$ cat src/adcp_pkg.sv
// Operation
// RULE1 - power-down input high selects power-down, low selects normal operation
// RULE2 - output enable low drives the data outputs, high disables them
// RULE3 - ten-bit parallel three-state result, top bit is the MSB, bit zero LSB
// RULE4 - each sample appears at the outputs five and a half clocks later
// RULE5 - samples advance one pipeline stage on every conversion clock edge
// RULE6 - a new sample is taken on each falling conversion clock edge
// RULE7 - ten redundant 1.5-bit stages merged by digital error correction
// RULE8 - output word changes on rising edges; receiver captures on rising edges
// RULE9 - outputs float while output enable and power-down are both high
// RULE10 - enable low during power-down holds the last word made before it
// RULE11 - straight offset binary: zeros, midscale MSB only, all ones full scale
package adcp_pkg;
    localparam int RES_BITS = 10;
    localparam int NUM_STAGES = 10;
    localparam int STAGE_CODE_W = 2;
    localparam int CODES_W = NUM_STAGES * STAGE_CODE_W;
    // latency in half cycles of the conversion clock: 5.5 cycles
    localparam int LATENCY_HALF_CYCLES = 11;
    // the output latch supplies the last half step
    localparam int PIPE_SLOTS = LATENCY_HALF_CYCLES - 1;
    localparam int SYNC_STAGES = 2;
    localparam logic [1:0] CODE_LOW = 2'h0;
    localparam logic [1:0] CODE_MID = 2'h1;
    localparam logic [RES_BITS-1:0] WORD_NEG_FULL = 10'h000;
    localparam logic [RES_BITS-1:0] WORD_BIPOLAR_ZERO = 10'h200;
    localparam logic [RES_BITS-1:0] WORD_POS_FULL = 10'h3FF;
    localparam logic [RES_BITS-1:0] RESET_WORD = 10'h000;
    localparam int ACC_W = RES_BITS + 3;
endpackage : adcp_pkg

$ cat src/adcp_half_pipe.sv
`timescale 1ns/1ns
`default_nettype none
module adcp_half_pipe #(
    parameter int WIDTH = 20,
    parameter int DEPTH = 10
) (
    input wire logic clk_sys, // system clock
    input wire logic sys_rst, // synchronous reset, active high
    input wire logic advance, // one half step of the pipeline
    input wire logic load_new, // take din into the first slot
    input wire logic [WIDTH-1:0] din, // freshly sampled stage codes
    output logic [WIDTH-1:0] dout // last slot, registered
);
    logic [WIDTH-1:0] slot_q [DEPTH];
    logic [WIDTH-1:0] head_d;

    // between falling edges the head keeps its sample so every slot shifts each edge
    assign head_d = load_new ? din : slot_q[0];

    always_ff @(posedge clk_sys) begin
        if (sys_rst) begin
            for (int i = 0; i < DEPTH; i++) begin
                slot_q[i] <= '0;
            end
        end else if (advance) begin
            slot_q[0] <= head_d;
            for (int i = 1; i < DEPTH; i++) begin
                slot_q[i] <= slot_q[i-1];
            end
        end
    end

    assign dout = slot_q[DEPTH-1];
endmodule : adcp_half_pipe
`default_nettype wire

$ cat src/adcp_output_port.sv
`timescale 1ns/1ns
`default_nettype none
module adcp_output_port #(
    parameter int RES_BITS = adcp_pkg::RES_BITS,
    parameter int NUM_STAGES = adcp_pkg::NUM_STAGES
) (
    input wire logic clk_sys, // 250 MHz system clock
    input wire logic sys_rst, // synchronous reset, active high
    input wire logic conv_clk_in, // conversion clock pin, sampled
    input wire logic power_down_in, // high selects power-down
    input wire logic out_enable_n_in, // low enables the data outputs
    input wire logic [adcp_pkg::CODES_W-1:0] stage_codes_in, // 1.5-bit codes, stage 0 low
    output logic [RES_BITS-1:0] conversion_result_bits, // result word, bit 9 MSB
    output logic conversion_result_oe_n, // low while the bus is driven
    output logic power_down_status // synchronised power-down level
);
    // ------------------------------------------------------------
    // pin synchronisers
    // ------------------------------------------------------------
    logic clk_m_q, clk_s_q, clk_prev_q;
    logic pd_m_q, pd_s_q;
    logic oe_n_m_q, oe_n_s_q;
    logic [adcp_pkg::CODES_W-1:0] codes_m_q, codes_s_q;

    always_ff @(posedge clk_sys) begin
        if (sys_rst) begin
            clk_m_q <= 1'b0;
            clk_s_q <= 1'b0;
            clk_prev_q <= 1'b0;
            pd_m_q <= 1'b0;
            pd_s_q <= 1'b0;
            oe_n_m_q <= 1'b1;
            oe_n_s_q <= 1'b1;
            codes_m_q <= '0;
            codes_s_q <= '0;
        end else begin
            clk_m_q <= conv_clk_in;
            clk_s_q <= clk_m_q;
            clk_prev_q <= clk_s_q;
            pd_m_q <= power_down_in;
            pd_s_q <= pd_m_q;
            oe_n_m_q <= out_enable_n_in;
            oe_n_s_q <= oe_n_m_q;
            codes_m_q <= stage_codes_in;
            codes_s_q <= codes_m_q;
        end
    end

    // ------------------------------------------------------------
    // edge events and pipeline
    // ------------------------------------------------------------
    wire conv_rise = clk_s_q & ~clk_prev_q;
    wire conv_fall = ~clk_s_q & clk_prev_q;
    // power-down freezes the sample, pipeline step and output latch, so no sample or edge is lost half-way
    wire running = ~pd_s_q; // RULE1
    wire half_step = (conv_rise | conv_fall) & running; // RULE5
    wire take_sample = conv_fall & running; // RULE6
    wire latch_out = conv_rise & running; // RULE8

    logic [adcp_pkg::CODES_W-1:0] pipe_tail;

    adcp_half_pipe #(
        .WIDTH(adcp_pkg::CODES_W),
        .DEPTH(adcp_pkg::PIPE_SLOTS) // RULE4
    ) u_pipe (
        .clk_sys(clk_sys),
        .sys_rst(sys_rst),
        .advance(half_step),
        .load_new(take_sample),
        .din(codes_s_q),
        .dout(pipe_tail)
    );

    // ------------------------------------------------------------
    // digital error correction
    // ------------------------------------------------------------
    // each stage adds -1, 0 or +1 (code 0, code 1, code 2 or 3) at its weight around midscale; the overlap of
    // adjacent stages absorbs comparator offsets, so no code goes missing
    function automatic logic [adcp_pkg::RES_BITS-1:0] correct_word(
        input logic [adcp_pkg::CODES_W-1:0] codes
    );
        logic signed [adcp_pkg::ACC_W-1:0] acc;
        logic signed [adcp_pkg::ACC_W-1:0] weight;
        logic [1:0] code;
        acc = adcp_pkg::ACC_W'(adcp_pkg::WORD_BIPOLAR_ZERO); // RULE11
        for (int i = 0; i < adcp_pkg::NUM_STAGES; i++) begin
            code = codes[i*adcp_pkg::STAGE_CODE_W +: adcp_pkg::STAGE_CODE_W];
            weight = adcp_pkg::ACC_W'(1) <<< (adcp_pkg::NUM_STAGES - 1 - i);
            // stage 0 carries the heaviest weight; code 3 is taken as high
            if (code == adcp_pkg::CODE_LOW) begin
                acc = acc - weight; // RULE7
            end else if (code != adcp_pkg::CODE_MID) begin
                acc = acc + weight; // RULE7
            end
        end
        // clamp the redundant overrange to the end codes
        if (acc < 0) begin
            correct_word = adcp_pkg::WORD_NEG_FULL;
        end else if (acc > adcp_pkg::ACC_W'(adcp_pkg::WORD_POS_FULL)) begin
            correct_word = adcp_pkg::WORD_POS_FULL;
        end else begin
            correct_word = acc[adcp_pkg::RES_BITS-1:0];
        end
    endfunction : correct_word

    wire [RES_BITS-1:0] corrected_word = correct_word(pipe_tail);

    // ------------------------------------------------------------
    // output latch and bus enable
    // ------------------------------------------------------------
    logic [RES_BITS-1:0] result_q, result_d;
    logic oe_n_q;
    logic pd_q;

    // output latch holds its word through power-down
    assign result_d = latch_out ? corrected_word : result_q; // RULE4 RULE10

    always_ff @(posedge clk_sys) begin
        if (sys_rst) begin
            result_q <= adcp_pkg::RESET_WORD;
            oe_n_q <= 1'b1;
            pd_q <= 1'b0;
        end else begin
            result_q <= result_d; // RULE3
            oe_n_q <= oe_n_s_q; // RULE2 RULE9
            pd_q <= pd_s_q; // RULE1
        end
    end

    assign conversion_result_bits = result_q;
    assign conversion_result_oe_n = oe_n_q;
    assign power_down_status = pd_q;
endmodule : adcp_output_port
`default_nettype wire

$ cat config.mk
export PLATFORM = sky130hd
export DESIGN_NAME = adcp_output_port
export DESIGN_NICKNAME = d
export VERILOG_FILES = /design/src/adcp_pkg.sv /design/src/adcp_half_pipe.sv /design/src/adcp_output_port.sv
export SDC_FILE = /design/constraint.sdc
export NUM_CORES = 1
export LEC_CHECK = 0
export ABC_AREA = 1
export BUFFER_PORTS_ARGS = -buffer_cell sky130_fd_sc_hd__buf_2
export CAP_MARGIN = 40
export CORE_UTILIZATION = 62
export DETAILED_ROUTE_END_ITERATION = 8
export MAX_ROUTING_LAYER = met4
export PLACE_DENSITY = 0.8
export SYNTH_ARGS = -nofsm -noshare
export SYNTH_HDL_FRONTEND = slang
export SYNTH_SLANG_ARGS = --single-unit
$ cat constraint.sdc
create_clock -name clk_sys -period 19.5 [get_ports clk_sys]
set_clock_uncertainty 0.05 [all_clocks]
set_input_delay 1.95 -clock clk_sys [delete_from_list [all_inputs] [get_ports clk_sys]]
set_output_delay 1.95 -clock clk_sys [all_outputs]
set_load 0.1 [all_outputs]
# After elaboration in Yosys (flattened, before gate mapping)
# Memory sizes are Yosys's and may differ from the RTL's.
# Index checks and enable logic that the tools add are counted.
# W data, S select, Z words.
[op_classes]
n_addsub = 18
n_mul = 0
n_div = 0
order_cmp = 2
eq_ne = 10
n_shift = 0
mux = 38
n_bitwise = 19
reduce_logical = 10
[ops]
columns = ["cell", "count"]
rows = [
  ["$mux W13", 18],
  ["$mux W20", 11],
  ["$mux W11", 2],
  ["$logic_not A2 Y1", 10],
  ["$mux W10", 2],
  ["$ne A2 B1 Y1 const B", 10],
  ["$add A13 B10 Y13 const B", 1],
  ["$add A13 B2 Y13 const B", 1],
  ["$add A13 B3 Y13 const B", 1],
  ["$add A13 B4 Y13 const B", 1],
  ["$add A13 B5 Y13 const B", 1],
  ["$add A13 B6 Y13 const B", 1],
  ["$add A13 B7 Y13 const B", 1],
  ["$add A13 B8 Y13 const B", 1],
  ["$add A13 B9 Y13 const B", 1],
  ["$gt A13 B10 Y1 const B", 1],
  ["$lt A13 B1 Y1 const B", 1],
  ["$sub A13 B10 Y13 const B", 1],
  ["$sub A13 B2 Y13 const B", 1],
  ["$sub A13 B3 Y13 const B", 1],
  ["$sub A13 B4 Y13 const B", 1],
  ["$sub A13 B5 Y13 const B", 1],
  ["$sub A13 B6 Y13 const B", 1],
  ["$sub A13 B7 Y13 const B", 1],
  ["6 further kinds", 26],
]
[word_totals]
regBits = 59
latchBits = 0
ramBits = 200
mem_bits_ro = 0
input_bits = 25
out_inout_bits = 12
elab_cells = 110
memories = 1
[mem_list]
columns = ["name", "words", "word_bits", "read_ports", "rd_ports_with_merged_regs", "write_ports", "line", "source"]
rows = [
  ["u_pipe.slot_q", 10, 20, 10, 0, 10, "adcp_half_pipe.sv:14", "logic [WIDTH-1:0] slot_q [DEPTH];"],
]

# Depth between registers and ports, before layout
# Gate-level depths: netlist of run 1.
# An unclocked memory read counts as a cell.
[depth]
word_depth = 34
ltp_mapped = 30
depth_no_buf = 30

# Modules after synthesis
# From an unflattened synthesis of run 1, not the netlist that was laid out.
[hier_totals]
hier_cells = 1229
area_unflattened_um2 = 11599.9
[modules_own_cells]
columns = ["mod", "instances", "cells_per_inst", "area_per_inst_um2", "seq_area_each_um2"]
rows = [
  ["adcp_half_pipe", 1, 647, 7976.4, 6005.8],
  ["adcp_output_port", 1, 582, 3623.5, 1181.1],
]

# Worst setup path after synthesis of run 1
# Ideal clock, no wire load.
[synth_path]
path_type = "register to register"
from = "reg clk_s_q"
to = "mem u_pipe.slot_q[1][0], in the netlist u_pipe.slot_q[0][20], enable pin"
setup_time_ps = 968
t_arrival_ps = 13220
required_time_ps = 18482
slack_ps = 5261
path_stages_with_launch = 4
path_buffers = 0
period_less_slack_ps = 14239
cell_sequence = "dfxtp_1 inv_1 ha_1 o21ai_0"
[synth_lines]
columns = ["item", "line", "source"]
rows = [
  ["start, declared", "adcp_output_port.sv:20", "logic clk_m_q, clk_s_q, clk_prev_q;"],
  ["start signal, assigned", "adcp_output_port.sv:38", "clk_s_q <= clk_m_q;"],
  ["end, declared", "adcp_half_pipe.sv:14", ""],
]

==> flow_metrics.tcl, run 1 <==
set metrics [dict create \
    outcome "complete, no violations" \
    track_usage 0.174 \
    ys_ff_latch 259 \
    wl_mm 15.1 \
    postCtsSetupBuffers 0 \
    r2r_end "conversion_result_bits[6]" \
    io_pins 37 \
    syn-num-nets 1256 \
    synthCells 1221 \
    hold_buffers 0 \
    htreeDepth 1 \
    start_util 0.641 \
    dp_hpwl_mm 9.45 \
    fmax_mhz 233 \
    slew_viol_final 0 \
    die_x_um 136 \
    mostFrequentLayoutCells "inv_1, nor2_1, edfxtp_1" \
    synth_largest_type_area_fraction 0.536 \
    yosysTopAreaCell "edfxtp_1" \
    clk_latency_ps 510 \
    maxCapViolCount 0 \
    areaGrowthSynthToFinish_pct 11.4 \
    drc 0 \
    clk_pin_slew_worst_paths_ps 60 \
    gp_congestion 0.817 \
    synth_flop_cell "edfxtp_1" \
    dp.cells 1459 \
    ant_nets 0 \
    antenna_found_initial 0 \
    hold_viol 0 \
    relSlewSlack 0.466 \
    ys_warn_count 0 \
    r2r_start "u_pipe.slot_q[2][26]" \
    first_pass_iters 4 \
    core_area_mm2 0.0175 \
    ir_drop_uv 104 \
    grt_max_degree 80 \
    hold_class "reg -> reg" \
    min_period_ps 4290 \
    synthesis.area_mm2 0.0112 \
    report.power.total_w 0.00120 \
    clk_path_buf_depth 3 \
    root_buffer "clkbuf_16" \
    tightest_slew_ps 801 \
    worst-endpoint-arrival_ps 4420 \
    reg2regPathDepth 19 \
    cts_buffers 25 \
    r2r_slack_ps 15750 \
    finalCritPeriodShare 0.220 \
    io_buffers 36 \
    overflow 0 \
    tns_ps 0 \
    vias_per_cell 4.61 \
    avgSynthCellArea_um2 9.18 \
    cts_sinks 259 \
    grt_pass1_wl_mm 25.6 \
    dieArea_mm2 0.0186 \
    drt_iter0_drc 333 \
    async_reset_ff_frac 0 \
    fp.dieH_um 136 \
    critPathLaunchType "primary input" \
    crit_start "sys_rst" \
    cts_tree "built" \
    std_cell_rows 48 \
    setup_viol 0 \
    final_cell_area_mm2 0.0125 \
    drive_above_1_share 0.0930 \
    p_leak_nw 5.60 \
    synth_cell_type_count 27 \
    worstPathRequired_ps 19630 \
    path_class "in -> reg" \
    crit_end "u_pipe.slot_q[1][17]" \
    diodes 0 \
    layout_commonest_cell "inv_1" \
    rsz0062_at_grt "no" \
    cp_max_fo 59 \
    cts_resized 0 \
    num_vias 6930 \
    end_kind "flip-flop" \
    stdcell_count 1504 \
    wire_per_inst_um 10.0 \
    whs_ps 348 \
    synth_area_leaders "edfxtp_1, inv_1, dfxtp_1" \
    grt_pass1_vias 6495 \
    power_density_mw_per_mm2 96.4 \
    placedInstanceArea_mm2 0.0117 \
    nets 1296 \
    synth_edf_count 200 \
    synth_seq_area_share 0.641 \
]
-- cell families (layout without fill, tap and decap cells) --
group           Yosys count  after routing  share of synthesized area
buf+inv                 350            408                      0.117
compound gates           24             24                     0.0113
xor+xnor                  6              6                    0.00469
fa+ha+maj                10             10                     0.0112
flops                   259            259                      0.641
simple gates            572            572                      0.214
-- cells in the mapped netlist (8+ instances only) --
| cell type | n |
|---|---|
| a21oi_1 | 15 |
| inv_1 | 315 |
| dfxtp_1 | 59 |
| nand2_2 | 10 |
| nand2_1 | 164 |
| ha_1 | 10 |
| clkbuf_1 | 29 |
| nor2_1 | 306 |
| edfxtp_1 | 200 |
| nand3_1 | 46 |
| nand3b_1 | 9 |
| nor2_2 | 8 |
-- worst max-delay path, cell delays in order --
cell	delay (ps)
buf_2	430
buf_16	240
inv_1	140
o21ai_4	70
buf_4	390
buf_16	310
buf_4	470
buf_16	320
-- layout make-up --
type	count	area (µm²)
Tap cell	225	282
Clock buffer	42	736
Clock inverter	3	40.0
Multi-Input combinational cell	612	2720
Inverter	320	1200
Sequential cell	259	7190
Timing Repair Buffer	43	313
Fill cell	1202	5000
-- state kept, by name (all words and copies together), names as in the netlist --
register / flops
power_down_status: 1
codes_s_q: 20
clk_s_q: 1
clk_prev_q: 1
oe_n_m_q: 1
conversion_result_oe_n: 1
pd_m_q: 1
codes_m_q: 20
conversion_result_bits: 10
pd_s_q: 1
oe_n_s_q: 1
clk_m_q: 1
u_pipe.slot_q: 200
-- layer usage --
metal  track usage  vias to the layer above  share of wire
met5             -                        -              0
met4        0.0506                        0          0.019
met3        0.0276                       23          0.027
met2         0.339                       68           0.53
met1         0.177                     3083           0.42
li1              -                     3756              -
-- power breakdown --
part / leakage (nW) / internal [W] / total [W] / switching [W]
combinational: 2.63 / 0.0000331 / 0.000113 / 0.0000802
sequential: 2.59 / 0.000628 / 0.000637 / 0.00000952
clock: 0.385 / 0.000269 / 0.000453 / 0.000184
total: 5.60 / 0.000930 / 0.00120 / 0.000274
-- worst min path at each step --
| stage | startpoint | end | cells past startpoint | slack [ps] |
|---|---|---|---|---|
| 6_report | codes_m_q[3] | codes_s_q[3] | 2 | 350 |
| 4_1_cts | codes_m_q[12] | codes_s_q[12] | 2 | 350 |
| 3_3_place_gp | codes_m_q[16] | codes_s_q[16] | 2 | 340 |
| 2_1_floorplan | clk_m_q | clk_s_q | 2 | 340 |
| 5_1_grt | codes_m_q[18] | codes_s_q[18] | 2 | 350 |
| 3_5_place_dp | codes_m_q[18] | codes_s_q[18] | 2 | 340 |
-- stage by stage --
stage	setup WS [ps]	util
after floorplan	5260	-
after global placement	14050	0.663
after detailed placement	14660	0.670
after CTS	15190	0.714
after global routing	15020	0.714
final	15210	0.714
No activity file was read; power rests on OpenSTA's default activity.
==> inputs of run 2 (changes only) <==
--- a/config.mk
+++ b/config.mk
@@ -5,7 +5,7 @@
 export SDC_FILE = /design/constraint.sdc
 export NUM_CORES = 1
 export LEC_CHECK = 0
-export ABC_AREA = 1
+export ABC_AREA = 0
 export BUFFER_PORTS_ARGS = -buffer_cell sky130_fd_sc_hd__buf_2
 export CAP_MARGIN = 40
 export CORE_UTILIZATION = 62
==> constraint.sdc (replaced) <==
create_clock -name clk_sys -period 4.23 [get_ports clk_sys]
set_clock_uncertainty 0.05 [all_clocks]
set_input_delay 0.423 -clock clk_sys [delete_from_list [all_inputs] [get_ports clk_sys]]
set_output_delay 0.423 -clock clk_sys [all_outputs]
set_load 0.1 [all_outputs]
==> run 2 against run 1 <==
Effect of this change:
- via count down 9.9%
- global-route usage rose by 1.2 points
- flip-flop and latch count stayed put
- final cell count fell by 23%
- power rose to 4.9 times the previous value
- first-iteration DRC count is 11% higher
- clock power grew to 4.9 times the previous value
- synthesized cell count is 32% lower
- critical path depth increased by 6
- largest cell class unchanged
==> flow_metrics.tcl, run 2 <==
set metrics [dict create \
    path_cells "or2_4, xnor2_4, ha_1, or3_4, o2111a_1, or3_1, a31oi_2, nor2_1, a21oi_2, mux2i_4, o211a_2, a211oi_4, o2111ai_2, a22o_1" \
    slowest_stage "edfxtp_1" \
    synth_largest_type_area_fraction 0.545 \
    yosysTopAreaCell "edfxtp_1" \
    hp-start "stage_codes_in[16]" \
    synth_most_common_cell "and2_1" \
    num_vias 6246 \
    fmax_mhz 238 \
    std_cell_rows 48 \
    comb_power_share 0.126 \
    overflow 0 \
    cts_buffers 26 \
    drt_iter0_drc 370 \
    switching_share 0.237 \
    syn-num-nets 862 \
    areaGrowthSynthToFinish_pct 17.6 \
    synth_area_leaders "edfxtp_1, and2_1, dfxtp_1" \
    io_buffers 36 \
    largest_reg_flops 200 \
    gp_congestion 0.816 \
    stdcell_count 1152 \
    dieArea_mm2 0.0183 \
    power_density_mw_per_mm2 455 \
    p_int_w 0.00451 \
    tightest_slew_ps 827 \
    synth_flop_cell "edfxtp_1" \
    die_x_um 135 \
    crit_start "u_pipe.slot_q[2][24]" \
    clk_pin_slew_worst_paths_ps 60 \
    cp_top_family "compound AO/OA/AOI/OAI gates" \
    worstPathRequired_ps 4590 \
    async_reset_ff_frac 0 \
    worst-endpoint-arrival_ps 4550 \
    avgSynthCellArea_um2 13.3 \
    mostFrequentLayoutCells "and2_1, edfxtp_1, dfxtp_1" \
    core_area_mm2 0.0174 \
    finalCritPeriodShare 0.992 \
    synthesis.area_mm2 0.0110 \
    wl_mm 16.8 \
    final_cell_area_mm2 0.0130 \
    cts_sinks 259 \
    layout_commonest_cell "and2_1" \
    fp.dieH_um 135 \
    reg.largest.list "u_pipe.slot_q (200), codes_m_q (20), codes_s_q (20)" \
    diodes 0 \
    synthCells 827 \
    end_kind "flip-flop" \
    dp_hpwl_mm 9.85 \
    top_register "u_pipe.slot_q" \
    critical_path.max_stage_delay_ps 470 \
    p_leak_nw 5.02 \
    tns_ps 0 \
    ir_drop_uv 416 \
    r2r_start "u_pipe.slot_q[2][24]" \
    drc 0 \
    cp_max_fo 5 \
    synth_edf_count 200 \
    pwr-share-clk 0.378 \
    power_frac_seq 0.497 \
    slew_viol_final 0 \
    critPathLaunchType "flip-flop" \
    whs_ps 47.9 \
    ant_nets 0 \
    grt_pass1_vias 6034 \
    synth_cell_type_count 85 \
    first_pass_iters 4 \
    synth_seq_area_share 0.652 \
    vias_per_cell 5.42 \
    htreeDepth 1 \
    start_util 0.635 \
    critPathBufInv 0 \
    maxCapViolCount 0 \
    hold_class "in -> reg" \
    outcome "complete, no violations" \
    min_period_ps 4200 \
    yosys-top-cells-count "and2_1, edfxtp_1, dfxtp_1" \
    wire_per_inst_um 14.6 \
    placedInstanceArea_mm2 0.0116 \
    ys_warn_count 0 \
    switchingPower_w 0.00140 \
    ys_ff_latch 259 \
    nets 942 \
    dp.cells 1081 \
    antenna_found_initial 0 \
    drive_above_1_share 0.227 \
    grt_max_degree 105 \
    hold_viol 0 \
    root_buffer "clkbuf_16" \
    setup_viol 0 \
    io_pins 37 \
    track_usage 0.186 \
    path_class "reg -> reg" \
    cts_tree "built" \
    clk_latency_ps 530 \
    relSlewSlack 0.449 \
    clk_path_buf_depth 3 \
    grt_pass1_wl_mm 26.9 \
]
-- run 2: cell types whose count changed after synthesis, moves of 36 or more --
cell	previous run	this run
nor2_1	306	38
nor2b_1	0	49
nand2_1	164	18
and2_1	0	202
inv_1	315	8
nand3_1	46	10
-- run 2: power by group through the flow --
stage	Sequential (W)	Combinational (W)	Clock, W
6_report	0.00293	0.000742	0.00223
5_1_grt	0.00295	0.000803	0.00237
4_1_cts	0.00293	0.000622	0.00228
3_5_place_dp	0.00299	0.000611	0
3_3_place_gp	0.00298	0.000589	0
2_1_floorplan	0.00302	0.000434	0
-- run 2: layer usage --
metal / global-route usage / routed length, µm / vias to the layer above
met5: - / 0 / -
met4: 0.0568 / 414 / 0
met3: 0.0393 / 689 / 37
met2: 0.329 / 8710 / 116
met1: 0.212 / 7020 / 3029
li1: - / - / 3064
-- run 2: kinds of logic after synthesis --
family                     after synthesis  share of synthesized area
xor gates and xnor gates                39                     0.0397
DFF                                    259                      0.652
buffers and inverters                   43                     0.0157
muxes                                   13                     0.0127
and+or+nand+nor                        374                      0.203
AOI/OAI and AO/OA                       87                     0.0642
adders and majority gates               12                     0.0132
-- run 2: final cells by class --
cell class              count  area [µm²]
clock inverters            14         124
repair buffers             84         568
well taps                 225         282
multi-input cells         526        4020
fillers                  1068        4400
inverters                  10        37.5
clock buffers              34         742
flip-flops and latches    259        7190
-- run 2: timing repair --
| action | in CTS | in global routing |
|---|---|---|
| pin swaps | 1 | 16 |
| endpoints found under the setup margin | 9 | 10 |
| gates cloned | 1 | 0 |
| setup buffers | 0 | 21 |
| resized for setup | 3 | 57 |
| hold buffers | 1 | 0 |
| hold endpoints to repair | 1 | 0 |
-- run 2: metrics by stage --
stage	utilization	total power [W]	setup slack, ps
2_1_floorplan	-	0.00346	87.1
3_3_place_gp	0.667	0.00357	89.2
3_5_place_dp	0.667	0.00360	-48.2
4_1_cts	0.719	0.00584	13.3
5_1_grt	0.747	0.00612	-103
6_report	0.747	0.00590	34.4
-- run 2: path summary, 6_finish.rpt --
kind / to / slack [ps] / cells past startpoint
hold reg to reg: codes_s_q[10] / 380 / 1
setup reg to reg: conversion_result_bits[0] / 30 / 14
setup / recovery: conversion_result_bits[0] / 30 / 14
hold / removal: codes_m_q[16] / 50 / 2
==> inputs of run 3 (changes only) <==
--- a/config.mk
+++ b/config.mk
@@ -8,10 +8,10 @@
 export ABC_AREA = 0
 export BUFFER_PORTS_ARGS = -buffer_cell sky130_fd_sc_hd__buf_2
 export CAP_MARGIN = 40
-export CORE_UTILIZATION = 62
+export CORE_UTILIZATION = 55
 export DETAILED_ROUTE_END_ITERATION = 8
 export MAX_ROUTING_LAYER = met4
-export PLACE_DENSITY = 0.8
+export PLACE_DENSITY = 0.72
 export SYNTH_ARGS = -nofsm -noshare
 export SYNTH_HDL_FRONTEND = slang
 export SYNTH_SLANG_ARGS = --single-unit
==> run 3 against run 2 <==
Effect of this change:
- combinational power shrank 4.0%
- first-iteration DRC count grew 9.7%
- critical path depth grew 2
- clock power shrank 2%
- power shrank 1.3%
- final cell count grew 3.4%
- non-clock buffer count is the same
- via count shrank 2.4%
- maximum frequency grew 1.8%
- routed wire length shrank 6.6%
==> flow_metrics.tcl, run 3 (same netlist as run 2, synthesis figures left out) <==
set metrics [dict create \
    clk_path_buf_depth 3 \
    hold_viol 0 \
    clk_pin_slew_worst_paths_ps 60 \
    min_period_ps 4120 \
    io_pins 37 \
    clk_latency_ps 530 \
    nFillCells 1432 \
    layout_commonest_cell "and2_1" \
    relSlewSlack 0.453 \
    mostFrequentLayoutCells "and2_1, edfxtp_1, dfxtp_1" \
    ant_nets 0 \
    met1Wirelength_mm 6.86 \
    diodes 0 \
    stdcell_count 1191 \
    maxCapViolCount 0 \
    fp.dieH_um 144 \
    worst-endpoint-arrival_ps 4470 \
    setup_viol 0 \
    p_leak_nw 4.99 \
    fmax_mhz 243 \
    drc 0 \
    hold_class "in -> reg" \
    met3_length_um 444 \
    ir_drop_uv 336 \
    slowest_stage "or3b_2" \
    end_kind "flip-flop" \
    cp_max_fo 9 \
    path_class "reg -> reg" \
    cts_sinks 259 \
    comb_power_share 0.122 \
    antenna_found_initial 0 \
    grt_pass1_wl_mm 26.1 \
    areaGrowthSynthToFinish_pct 16.9 \
    start_util 0.565 \
    dp_hpwl_mm 9.78 \
    io_buffers 36 \
    root_buffer "clkbuf_16" \
    htreeDepth 1 \
    wl_met2_mm 8.09 \
    pwr-share-clk 0.375 \
    tns_ps 0 \
    tightest_slew_ps 821 \
    final_cell_area_mm2 0.0129 \
    num_vias 6098 \
    critPathBufInv 1 \
    critical_path.max_stage_delay_ps 500 \
    p_int_w 0.00447 \
    slew_viol_final 0 \
    grt_pass1_vias 5767 \
    dp.cells 1129 \
    core_area_mm2 0.0195 \
    switchingPower_w 0.00135 \
    outcome "complete, no violations" \
    vias_per_cell 5.12 \
    dieArea_mm2 0.0206 \
    wire_per_inst_um 13.2 \
    reg.largest.list "u_pipe.slot_q (200), codes_m_q (20), codes_s_q (20)" \
    track_usage 0.160 \
    power_frac_seq 0.503 \
    top_register "u_pipe.slot_q" \
    std_cell_rows 51 \
    switching_share 0.232 \
    drt_iter0_drc 406 \
    gp_congestion 0.882 \
    largest_reg_flops 200 \
    die_x_um 144 \
    power_density_mw_per_mm2 452 \
    critPathLaunchType "flip-flop" \
    cp_top_family "compound AO/OA/AOI/OAI gates" \
    placedInstanceArea_mm2 0.0117 \
    wl_mm 15.7 \
    first_pass_iters 4 \
    highest_layer "met4" \
    path_common_cell "a211oi_4" \
    nets 941 \
    path_cells "and2b_2, xnor2_2, ha_2, or3b_2, nand2_1, a21oi_1, o21a_2, maj3_1, xnor2_1, a31o_2, a211oi_4, nor2_2, a211oi_4, buf_6, o211ai_1, a22o_1" \
    cts_buffers 26 \
    worstPathRequired_ps 4580 \
    finalCritPeriodShare 0.974 \
    drive_above_1_share 0.218 \
    grt_max_degree 107 \
    cts_tree "built" \
    overflow 0 \
]
run 3: per-layer routing:
| metal | vias up | track usage |
|---|---|---|
| li1 | 3064 | - |
| met1 | 2908 | 0.194 |
| met2 | 94 | 0.275 |
| met3 | 32 | 0.0277 |
| met4 | 0 | 0.0498 |
| met5 | - | - |
run 3: worst paths after layout:
kind | start | slack, ps | depth (start not counted) | end
min reg2reg | oe_n_m_q | 360 | 1 | oe_n_s_q
max | u_pipe.slot_q[2][28] | 110 | 16 | conversion_result_bits[3]
max reg2reg | u_pipe.slot_q[2][28] | 110 | 16 | conversion_result_bits[3]
min | out_enable_n_in | 30 | 2 | oe_n_m_q
run 3: final cells by class:
cell class	count	area (µm²)	area share
Inverter	10	37.5	0.00291
Clock buffer	38	774	0.0601
Clock inverter	10	80.1	0.00621
Tap cell	265	332	0.0257
Sequential cell	259	7190	0.557
Timing Repair Buffer	84	569	0.0442
Multi-Input combinational cell	525	3910	0.303
run 3: what timing repair did:
item,CTS,global route
setup endpoints to repair,9,10
hold buffers,0,0
gates resized for setup,4,43
cloned,0,0
setup buffers,1,13
pin swaps,3,11
run 3: metrics by stage:
stage                     setup slack, ps  utilization  total power (W)  hold slack [ps]
after floorplan                      87.1            -          0.00346              339
after global placement                102        0.598          0.00359              350
after detailed placement             -110        0.599          0.00362              353
after CTS                            12.7        0.644          0.00581             9.67
after global routing                -64.4        0.660          0.00606             23.8
final                                 109        0.660          0.00583             29.8
run 3: power by group through the flow:
stage | combinational, W | sequential [W] | clock (W)
6_report | 0.000712 | 0.00293 | 0.00218
5_1_grt | 0.000778 | 0.00294 | 0.00234
4_1_cts | 0.000643 | 0.00293 | 0.00224
3_5_place_dp | 0.000632 | 0.00298 | 0
3_3_place_gp | 0.000614 | 0.00298 | 0
2_1_floorplan | 0.000434 | 0.00302 | 0
